<file path="config.mk">
export PLATFORM = sky130hd
export DESIGN_NAME = exec_core
export DESIGN_NICKNAME = d
export VERILOG_FILES = /design/src/logic/exec_pkg.sv /design/src/logic/exec_ifs.sv /design/src/logic/exec_core.sv /design/src/logic/exec_alu.sv /design/src/logic/exec_seq.sv
export VERILOG_INCLUDE_DIRS = /design/src /design/src/logic
export SDC_FILE = /design/constraint.sdc
export NUM_CORES = 2
export LEC_CHECK = 0
export BUFFER_PORTS_ARGS = -buffer_cell sky130_fd_sc_hd__buf_4
export CELL_PAD_IN_SITES_DETAIL_PLACEMENT = 1
export CELL_PAD_IN_SITES_GLOBAL_PLACEMENT = 2
export CORE_UTILIZATION = 49
export CTS_CLUSTER_SIZE = 30
export DETAILED_ROUTE_END_ITERATION = 8
export GPL_TIMING_DRIVEN = 1
export HOLD_SLACK_MARGIN = 0.03
export PLACE_DENSITY = 0.89
export SETUP_SLACK_MARGIN = 0.15
export SYNTH_ARGS = -nofsm -noshare
export SYNTH_HDL_FRONTEND = slang
export SYNTH_SLANG_ARGS = --single-unit
</file>
<file path="constraint.sdc">
create_clock -name clk_i -period 7.48 [get_ports clk_i]
set_input_delay 1.87 -clock clk_i [delete_from_list [all_inputs] [get_ports clk_i]]
set_output_delay 1.87 -clock clk_i [all_outputs]
set_load 0.03 [all_outputs]
</file>
<file path="src/logic/exec_cfg.svh">
// Register map, instruction fields and timing of the execution unit
// Operation
// - Timer write to file clears assigned prescaler
// - Taken skip takes two cycles
// - Literal add into working register, three flags
// - AND working with file, zero flag only
// - Destination bit picks working or file
// - Add working and file, three flags
// - Bit clear touches one bit, no flags
// - Bit set touches one bit, no flags
// - AND literal into working, zero flag only
// - Bit test skips next if bit set, two cycles
// - Clear file writes zero, sets zero
// - Instruction cycle is four clock periods
`ifndef EXEC_CFG_SVH
`define EXEC_CFG_SVH
// Byte offsets on the register bus
`define OFF_INSTR 12'h000
`define OFF_WREG 12'h004
`define OFF_STATUS 12'h008
`define OFF_CTRL 12'h00C
`define OFF_PC 12'h010
`define OFF_PRESC 12'h014
`define FILE_WIN_HI 3'h1
// Status and control fields
`define ST_C 0
`define ST_DIGIT 1
`define ST_Z 2
`define CTL_PRESC_ON 0
`define CTL_BUSY 8
`define CTL_SKIP 9
`define CTL_BAD 10
// Reset values
`define RST_WREG 8'h00
`define RST_FLAG 1'b0
`define RST_CTRL 1'b0
`define RST_PC 13'h0000
`define RST_PRESC 8'h00
`define RST_IR 14'h0000
// Instruction fields and opcodes
`define F_DEST 7
`define F_BIT_HI 9
`define F_BIT_LO 7
`define OPC_ADD_FILE 6'h07
`define OPC_AND_FILE 6'h05
`define OPC_CLR_FILE 7'h03
`define OPC_BIT_CLR 4'h4
`define OPC_BIT_SET 4'h5
`define OPC_BIT_SKIP 4'h7
`define OPC_ADD_LIT 5'h1F
`define OPC_AND_LIT 6'h39
// Timer location in the file space
`define TIMER_ADDR 7'h01
// Timing: clock periods per instruction cycle
`define OSC_PER_CYCLE 4
`define QTR_LAST 2'h3
`endif

</file>
<file path="src/logic/exec_pkg.sv">
// Types shared by the execution unit modules
package exec_pkg;
	typedef enum logic [3:0] {
		op_bad, op_add_lit, op_and_lit, op_add_file, op_and_file,
		op_bit_clr, op_bit_set, op_bit_skip, op_clr_file
	} op_kind_t;
	typedef enum logic [2:0] {
		s_idle = 3'h1,
		s_first = 3'h2,
		s_second = 3'h4
	} seq_state_t;
endpackage : exec_pkg

</file>
<file path="src/logic/exec_ifs.sv">
// Interfaces between the core, its ALU and its cycle sequencer
`timescale 1ns/1ps
interface alu_if;
	exec_pkg::op_kind_t kind;
	logic [7:0] w;
	logic [7:0] f;
	logic [7:0] lit;
	logic [2:0] bidx;
	logic [7:0] res;
	logic carry;
	logic digit_carry;
	logic zero;
	logic skip;
	modport core(output kind, w, f, lit, bidx, input res, carry, digit_carry, zero, skip);
	modport unit(input kind, w, f, lit, bidx, output res, carry, digit_carry, zero, skip);
endinterface : alu_if

interface seq_if;
	logic start;
	logic two_cycle;
	logic busy;
	logic commit;
	logic done;
	logic second;
	modport core(output start, two_cycle, input busy, commit, done, second);
	modport seq(input start, two_cycle, output busy, commit, done, second);
endinterface : seq_if

</file>
<file path="src/logic/exec_core.sv">
// Execution core for add, AND, bit and clear instructions with Wishbone access
`timescale 1ns/1ps
`include "exec_cfg.svh"
module exec_core (
	// Clock and reset
	input wire logic clk_i,
	input wire logic rst_i,
	// Wishbone slave
	input wire logic wb_cyc_i,
	input wire logic wb_stb_i,
	input wire logic wb_we_i,
	input wire logic [11:0] wb_adr_i,
	input wire logic [3:0] wb_sel_i,
	input wire logic [31:0] wb_dat_i,
	output logic [31:0] wb_dat_o,
	output logic wb_ack_o,
	// Execution state
	output logic busy_o,
	output logic done_o
);
	import exec_pkg::*;

	alu_if alu ();
	seq_if seq ();

	logic [13:0] ir;
	logic [7:0] wreg;
	logic carry;
	logic digit_carry;
	logic zero;
	logic presc_on;
	logic [12:0] pc;
	logic [7:0] presc;
	logic [7:0] file_mem [0:127];
	logic skip_taken;
	logic bad_op;
	logic wb_req;
	logic bus_wr;
	logic sw_ok;
	logic [6:0] fa;
	logic dest_f;
	op_kind_t kind;
	logic wr_w;
	logic wr_f;
	logic upd_cz;
	logic upd_z;
	logic timer_hit;
	logic presc_tick;
	logic [31:0] next_dat;
	logic [3:0] exec_len;
	logic [8:0] chk_sum;
	logic [4:0] chk_low;

	exec_alu u_alu (
		.a(alu)
	);

	exec_seq u_seq (
		.clk_i(clk_i),
		.rst_i(rst_i),
		.s(seq)
	);

	// Bus request decode
	assign wb_req = wb_cyc_i && wb_stb_i && !wb_ack_o;
	assign bus_wr = wb_req && wb_we_i;
	assign sw_ok = bus_wr && wb_sel_i[0] && !seq.busy;

	// Instruction fields
	assign fa = ir[6:0];
	assign dest_f = ir[`F_DEST];

	always_comb begin
		kind = op_bad;
		if (ir[13:8] == `OPC_ADD_FILE) begin
			kind = op_add_file;
		end else if (ir[13:8] == `OPC_AND_FILE) begin
			kind = op_and_file;
		end else if (ir[13:7] == `OPC_CLR_FILE) begin
			kind = op_clr_file;
		end else if (ir[13:10] == `OPC_BIT_CLR) begin
			kind = op_bit_clr;
		end else if (ir[13:10] == `OPC_BIT_SET) begin
			kind = op_bit_set;
		end else if (ir[13:10] == `OPC_BIT_SKIP) begin
			kind = op_bit_skip;
		end else if (ir[13:9] == `OPC_ADD_LIT) begin
			kind = op_add_lit;
		end else if (ir[13:8] == `OPC_AND_LIT) begin
			kind = op_and_lit;
		end
	end

	// Destination and flag selection
	always_comb begin
		wr_w = 1'b0;
		wr_f = 1'b0;
		upd_cz = 1'b0;
		upd_z = 1'b0;
		case (kind)
			op_add_lit: begin
				wr_w = 1'b1;
				upd_cz = 1'b1;
				upd_z = 1'b1;
			end
			op_and_lit: begin
				wr_w = 1'b1;
				upd_z = 1'b1;
			end
			op_add_file: begin
				wr_w = !dest_f;
				wr_f = dest_f;
				upd_cz = 1'b1;
				upd_z = 1'b1;
			end
			op_and_file: begin
				wr_w = !dest_f;
				wr_f = dest_f;
				upd_z = 1'b1;
			end
			op_bit_clr, op_bit_set: wr_f = 1'b1;
			op_clr_file: begin
				wr_f = 1'b1;
				upd_z = 1'b1;
			end
			default: wr_w = 1'b0;
		endcase
	end

	// ALU and sequencer hookup
	assign alu.kind = kind;
	assign alu.w = wreg;
	assign alu.f = file_mem[fa];
	assign alu.lit = ir[7:0];
	assign alu.bidx = ir[`F_BIT_HI:`F_BIT_LO];
	assign seq.start = bus_wr && wb_adr_i == `OFF_INSTR && wb_sel_i[1:0] == 2'h3 && !seq.busy;
	assign seq.two_cycle = (kind == op_bit_skip) && alu.skip;
	assign timer_hit = seq.commit && wr_f && fa == `TIMER_ADDR;
	assign presc_tick = seq.commit || (seq.done && seq.second);

	// Instruction register
	always_ff @(posedge clk_i) begin
		if (rst_i) begin
			ir <= `RST_IR;
		end else if (seq.start) begin
			ir <= wb_dat_i[13:0];
		end
	end

	// Working register
	always_ff @(posedge clk_i) begin
		if (rst_i) begin
			wreg <= `RST_WREG;
		end else if (seq.commit && wr_w) begin
			wreg <= alu.res;
		end else if (sw_ok && wb_adr_i == `OFF_WREG) begin
			wreg <= wb_dat_i[7:0];
		end
	end

	// File registers
	always_ff @(posedge clk_i) begin
		if (rst_i) begin
			for (int i = 0; i < 128; i++) begin
				file_mem[i] <= 8'h00;
			end
		end else if (seq.commit && wr_f) begin
			file_mem[fa] <= alu.res;
		end else if (sw_ok && wb_adr_i[11:9] == `FILE_WIN_HI) begin
			file_mem[wb_adr_i[8:2]] <= wb_dat_i[7:0];
		end
	end

	// Status flags
	always_ff @(posedge clk_i) begin
		if (rst_i) begin
			carry <= `RST_FLAG;
			digit_carry <= `RST_FLAG;
			zero <= `RST_FLAG;
		end else if (seq.commit) begin
			if (upd_cz) begin
				carry <= alu.carry;
				digit_carry <= alu.digit_carry;
			end
			if (upd_z) begin
				zero <= alu.zero;
			end
		end else if (sw_ok && wb_adr_i == `OFF_STATUS) begin
			carry <= wb_dat_i[`ST_C];
			digit_carry <= wb_dat_i[`ST_DIGIT];
			zero <= wb_dat_i[`ST_Z];
		end
	end

	// Prescaler assignment control
	always_ff @(posedge clk_i) begin
		if (rst_i) begin
			presc_on <= `RST_CTRL;
		end else if (bus_wr && wb_sel_i[0] && wb_adr_i == `OFF_CTRL) begin
			presc_on <= wb_dat_i[`CTL_PRESC_ON];
		end
	end

	// Timer prescaler
	always_ff @(posedge clk_i) begin
		if (rst_i) begin
			presc <= `RST_PRESC;
		end else if (timer_hit && presc_on) begin
			presc <= `RST_PRESC;
		end else if (presc_tick && presc_on) begin
			presc <= presc + 8'h01;
		end
	end

	// Program counter, skip and bad opcode status
	always_ff @(posedge clk_i) begin
		if (rst_i) begin
			pc <= `RST_PC;
		end else if (seq.done) begin
			pc <= skip_taken || seq.two_cycle ? pc + 13'h0002 : pc + 13'h0001;
		end
	end

	always_ff @(posedge clk_i) begin
		if (rst_i) begin
			skip_taken <= 1'b0;
			bad_op <= 1'b0;
		end else if (seq.start) begin
			skip_taken <= 1'b0;
			bad_op <= 1'b0;
		end else if (seq.commit) begin
			skip_taken <= seq.two_cycle;
			bad_op <= (kind == op_bad);
		end
	end

	// Bus read mux
	always_comb begin
		next_dat = 32'h0000_0000;
		if (wb_adr_i[11:9] == `FILE_WIN_HI) begin
			next_dat[7:0] = file_mem[wb_adr_i[8:2]];
		end else begin
			case (wb_adr_i)
				`OFF_INSTR: next_dat[13:0] = ir;
				`OFF_WREG: next_dat[7:0] = wreg;
				`OFF_STATUS: begin
					next_dat[`ST_C] = carry;
					next_dat[`ST_DIGIT] = digit_carry;
					next_dat[`ST_Z] = zero;
				end
				`OFF_CTRL: begin
					next_dat[`CTL_PRESC_ON] = presc_on;
					next_dat[`CTL_BUSY] = seq.busy;
					next_dat[`CTL_SKIP] = skip_taken;
					next_dat[`CTL_BAD] = bad_op;
				end
				`OFF_PC: next_dat[12:0] = pc;
				`OFF_PRESC: next_dat[7:0] = presc;
				default: next_dat = 32'h0000_0000;
			endcase
		end
	end

	// Bus answer
	always_ff @(posedge clk_i) begin
		if (rst_i) begin
			wb_ack_o <= 1'b0;
		end else begin
			wb_ack_o <= wb_req;
		end
	end

	always_ff @(posedge clk_i) begin
		if (rst_i) begin
			wb_dat_o <= 32'h0000_0000;
		end else if (wb_req && !wb_we_i) begin
			wb_dat_o <= next_dat;
		end
	end

	// Execution state outputs
	always_ff @(posedge clk_i) begin
		if (rst_i) begin
			busy_o <= 1'b0;
			done_o <= 1'b0;
		end else begin
			busy_o <= seq.start || (seq.busy && !seq.done);
			done_o <= seq.done;
		end
	end

	// Checking helpers
	assign chk_sum = {1'b0, wreg} + {1'b0, (kind == op_add_lit) ? ir[7:0] : alu.f};
	assign chk_low = {1'b0, wreg[3:0]} + {1'b0, (kind == op_add_lit) ? ir[3:0] : alu.f[3:0]};

	always_ff @(posedge clk_i) begin
		if (rst_i) begin
			exec_len <= 4'h0;
		end else if (seq.start) begin
			exec_len <= 4'h1;
		end else if (seq.busy) begin
			exec_len <= exec_len + 4'h1;
		end
	end
endmodule : exec_core

</file>
<file path="src/logic/exec_alu.sv">
// Combinational ALU for add, AND, bit and clear operations
`timescale 1ns/1ps
module exec_alu (
	// Operands and results
	alu_if.unit a
);
	import exec_pkg::*;
	logic [7:0] opnd;
	logic [8:0] sum;
	logic [4:0] low;
	logic [7:0] mask;

	always_comb begin
		opnd = (a.kind == op_add_lit || a.kind == op_and_lit) ? a.lit : a.f;
		sum = {1'b0, a.w} + {1'b0, opnd};
		low = {1'b0, a.w[3:0]} + {1'b0, opnd[3:0]};
		mask = 8'h01 << a.bidx;
		a.carry = sum[8];
		a.digit_carry = low[4];
		a.skip = 1'b0;
		case (a.kind)
			op_add_lit, op_add_file: a.res = sum[7:0];
			op_and_lit, op_and_file: a.res = a.w & opnd;
			op_bit_clr: a.res = a.f & ~mask;
			op_bit_set: a.res = a.f | mask;
			op_bit_skip: begin
				a.res = a.f;
				a.skip = a.f[a.bidx];
			end
			default: a.res = 8'h00;
		endcase
		a.zero = (a.res == 8'h00);
	end
endmodule : exec_alu

</file>
<file path="src/logic/exec_seq.sv">
// Instruction cycle sequencer: four clocks per cycle, optional second cycle
`timescale 1ns/1ps
`include "exec_cfg.svh"
module exec_seq (
	// Clock and reset
	input wire logic clk_i,
	input wire logic rst_i,
	// Core handshake
	seq_if.seq s
);
	import exec_pkg::*;
	seq_state_t state;
	logic [1:0] qtr;

	// Quarter counter
	always_ff @(posedge clk_i) begin
		if (rst_i || state == s_idle) begin
			qtr <= 2'h0;
		end else begin
			qtr <= qtr + 2'h1;
		end
	end

	// Cycle state
	always_ff @(posedge clk_i) begin
		if (rst_i) begin
			state <= s_idle;
		end else begin
			unique case (state)
				s_idle: if (s.start) state <= s_first;
				s_first: if (qtr == `QTR_LAST) state <= s.two_cycle ? s_second : s_idle;
				s_second: if (qtr == `QTR_LAST) state <= s_idle;
				default: state <= s_idle;
			endcase
		end
	end

	assign s.busy = (state != s_idle);
	assign s.second = (state == s_second);
	assign s.commit = (state == s_first) && (qtr == `QTR_LAST);
	assign s.done = (s.commit && !s.two_cycle) || (s.second && qtr == `QTR_LAST);
endmodule : exec_seq

</file>
==> summary.txt <==
Status
  – Status: finished, final reports clean

Critical path
  – Crit Path Max Fanout: 64
  – Critical path endpoint category: register
  – Worst path bufs/invs: 6
  – Critical Path Start Type: register
  – CP max stage cell: dfxtp_2
  – Reg2reg end: file_mem[80][6]
  – Critical Path RT: 7.95 ns
  – Delay-heaviest family, CP: compound AO/OA/AOI/OAI gates
  – CP Depth: 24
  – Reg2Reg Setup Slack: 0.66 ns
  – Worst-case reg-to-reg path depth: 24
  – CP cell instances: buf_4 > and4b_1 > buf_4 > a22oi_1 > nand4_1 > o311ai_0 > buf_4 > and2_1 > mux2_2 > ha_1 > inv_1 > fa_1 > inv_1 > a21o_1 > a21oi_1 > nor2b_1 > o21ai_0 > nand2b_1 > xor2_1 > a221oi_1 > nand2_1 > o21ai_4 > buf_12 > nor2_1
  – Critical path arrival: 7.29 ns
  – Worst path max stage delay: 1.02 ns
  – CP most frequent cell: buf_4
  – CP Class: register to register
  – Crit path to: file_mem[80][6]

Synth
  – Area leader, netlist: edfxtp_1
  – Post-Synthesis Cells: 4,425
  – Post-synthesis adder-cell area fraction: 0.2932%
  – Sequential area share after synthesis: 55.66%
  – Synth area leaders: edfxtp_1, mux4_2, nor2_1
  – Synth Cell Area: 58,050 sq um
  – Mapped Avg Cell Area: 13.12 sq um
  – Synthesis-stage register bit count: 1,102
  – EDFF count, synth: 1,024
  – Synth cell types: 80
  – Primary FF master, synth: edfxtp_1
  – Largest family of logic cells by synthesized area: multiplexers
  – Xor-xnor portion of the synthesized cell area: 0.1962%
  – Mux cell area share after synthesis: 23.80%
  – Post-Synth Simple-Gate Area: 12.39%
  – Synth async-reset ratio: 0%
  – Yosys top cell area share: 52.97%
  – Synth warnings: 0
  – Post-synthesis compound-gate area fraction: 4.218%

Route
  – 1st-iter DRT viols: 6,262
  – Aggregate routed wire length: 222,100 um
  – Per-cell routed wire length: 36.66 um
  – Vias per cell: 6.976
  – # DRC: 0
  – Routed via count: 42,266
  – TritonRoute pass-1 iters: 5
  – Final ANT Viol Nets: 0

Die
  – Chip width: 346.2 um
  – Row Count: 125
  – Die height: 346.2 um
  – Starting Density: 49.68%
  – Die Area: 119,800 sq um
  – Io pins: 88
  – Core Region: 116,800 sq um

CTS
  – Later-pin clock latency in the skew report: 0.78 ns
  – CTS max path bufs: 3
  – CTS Sinks: 1,102
  – CTS tree: yes
  – H-tree Lvls: 3
  – Clk root buf: clkbuf_16
  – Cts bufs inserted: 118
  – Post-cts hold buffer count: 0
  – Post-CTS setup buffer count: 0
  – Post-CTS sizing: 0
  – Clk pin slew, worst setup/hold paths: 0.06 ns

Final layout
  – Utilization after layout: 55.31%
  – Register area: 32,320 sq um
  – Final cell count without fillers: 6,059
  – FILL cells: 11,326
  – Finished Cell Area: 64,610 sq um
  – Layout area overhead: 11.31%
  – Area of the multi-input gates: 24,030 sq um
  – Layout cell share with drive strength beyond 1: 21.41%
  – Nets: 4,492

STA
  – Hold slack: 0.4388 ns
  – Final worst path period share: 91.13%
  – Measured slew at the worst slew-check pin: 1.291 ns
  – Max frequency: 146.7 MHz
  – Final setup viols: 0
  – RSZ-0062 raised after global routing: false
  – Setup_tns: 0 ns
  – Hold Fails Final Rpt: 0
  – Crit path time final: 6.816 ns
  – Max-slew violation count: 0
  – Final worst slack: 0.6636 ns
  – Max-slew headroom: 13.54%
  – Worst-case clock skew: 0.05117 ns

Worst hold path
  – Worst Hold Class: register to register

Global routing
  – GRT Total Usage: 37.13%
  – Vias in the first global route: 43,187
  – Total grt overflow: 0
  – First-pass GRT wire length: 317,000 um
  – Largest net degree at the start of global routing: 97
  – Antenna violations before repair: 2

Job
  – # Max-Cap Violations: 0

Pwr
  – P per Cell Area: 219.9 nW/um^2
  – VDD IR max: 210.4 uV
  – Total Power: 14.21 mW
  – Pleak: 20.58 nW

Placed design
  – Pre-CTS setup slack: 0.9637 ns
  – Routability cong.: 1.006
  – Buffers on Ports: 49
  – DP Cell Count: 5,830
  – Post-place instance area: 60,540 sq um
  – Hpwl dp: 154,100 um
==> power breakdown <==
| group | switching, mW | internal (mW) | leakage [nW] |
|---|---|---|---|
| registers | 0.135 | 6.91 | 11.2 |
| clock network | 2.65 | 3.60 | 1.95 |
| logic | 0.556 | 0.362 | 7.39 |
==> logic make-up (layout without fill, tap and decap cells) <==
kind of cell               after synthesis  after routing
and+or+nand+nor                       1765           1765
DFF                                   1102           1102
muxes                                  770            770
buffers and inverters                  403            491
AOI/OAI and AO/OA                      358            358
adders and majority gates               13             13
xor gates and xnor gates                13             13
other                                    1             23
==> per-layer routing <==
metal,vias up,wire length [um],track usage (%)
li1,16748,-,-
met4,2,15680,22.10
met2,3040,101700,57.61
met5,-,39,0.2001
met3,664,26810,9.985
met1,21812,77840,46.88
==> worst min-delay path by stage <==
stage | slack [ns] | cells past startpoint | to | startpoint
after floorplan | 0.41 | 1 | u_seq.qtr[0] | u_seq.qtr[0]
after global placement | 0.42 | 1 | u_seq.qtr[0] | u_seq.qtr[0]
after detailed placement | 0.43 | 1 | u_seq.qtr[0] | u_seq.qtr[0]
after CTS | 0.43 | 1 | u_seq.qtr[0] | u_seq.qtr[0]
after global routing | 0.45 | 1 | u_seq.qtr[0] | u_seq.qtr[0]
final | 0.44 | 1 | u_seq.qtr[0] | u_seq.qtr[0]
==> final cells by class <==
class                      instances  share of cell area (%)
clock inverter                    87                   1.526
timing repair buffer             239                   3.362
multi-input combinational       2937                   37.19
antenna                            5                 0.01936
sequential                      1102                   50.03
clock buffer                     137                   4.762
tap                             1524                   2.951
inverter                          28                  0.1665
==> sequential cells by signal, indices dropped and copies added (netlist names), named ones only <==
register and cells:
u_seq.state 3, ir 14, wb_dat_o 14, carry 1, done_o 1, bad_op 1
u_seq.qtr 2, zero 1, alu.w 8, skip_taken 1, busy_o 1, presc 8
presc_on 1, wb_ack_o 1, file_mem 1024, pc 13, digit_carry 1
==> cell usage in the layout (no fill, tap or decap), types with 68 or more instances in the layout <==
cell / netlist / routed
a21oi_1: 68 / 68
a22oi_1: 83 / 83
buf_4: 52 / 208
clkbuf_16: 0 / 120
dfxtp_1: 78 / 73
edfxtp_1: 1024 / 1024
mux2i_1: 265 / 262
mux4_2: 478 / 478
nand2_1: 413 / 413
nor2_1: 1134 / 1134
==> worst register-to-register path, cell delays in order (launching register included) <==
cell and delay (ns):
dfxtp_2 1.02, buf_4 0.41, and4b_1 0.37, buf_4 0.32, a22oi_1 0.31, nand4_1 0.14
o311ai_0 0.45, buf_4 0.28, and2_1 0.19, mux2_2 0.16, ha_1 0.22, inv_1 0.08
fa_1 0.45, inv_1 0.09, a21o_1 0.10, a21oi_1 0.14, nor2b_1 0.15, o21ai_0 0.10
nand2b_1 0.13, xor2_1 0.07, a221oi_1 0.50, nand2_1 0.18, o21ai_4 0.15, buf_12 0.30
nor2_1 0.25
==> synth_stat cells (7+ instances only) <==
cell type	number
nor2_1	1134
edfxtp_1	1024
mux4_2	478
nand2_1	413
mux2i_1	265
clkbuf_1	212
a22oi_1	83
dfxtp_1	78
a21oi_1	68
buf_4	52
o21ai_0	48
buf_1	46
nor3_1	45
buf_2	37
nand4_1	34
nand3_1	31
a221oi_1	25
inv_1	25
o22ai_1	25
buf_6	21
a31oi_1	19
mux2_2	19
nor2b_1	19
a211oi_1	15
nand2b_1	15
ha_1	12
or3_1	11
o211ai_1	10
nor3b_1	9
and3_1	8
o2111ai_1	8
a22o_1	7
and4_1	7
xnor2_1	7
No activity file was read; power rests on OpenSTA's default activity.
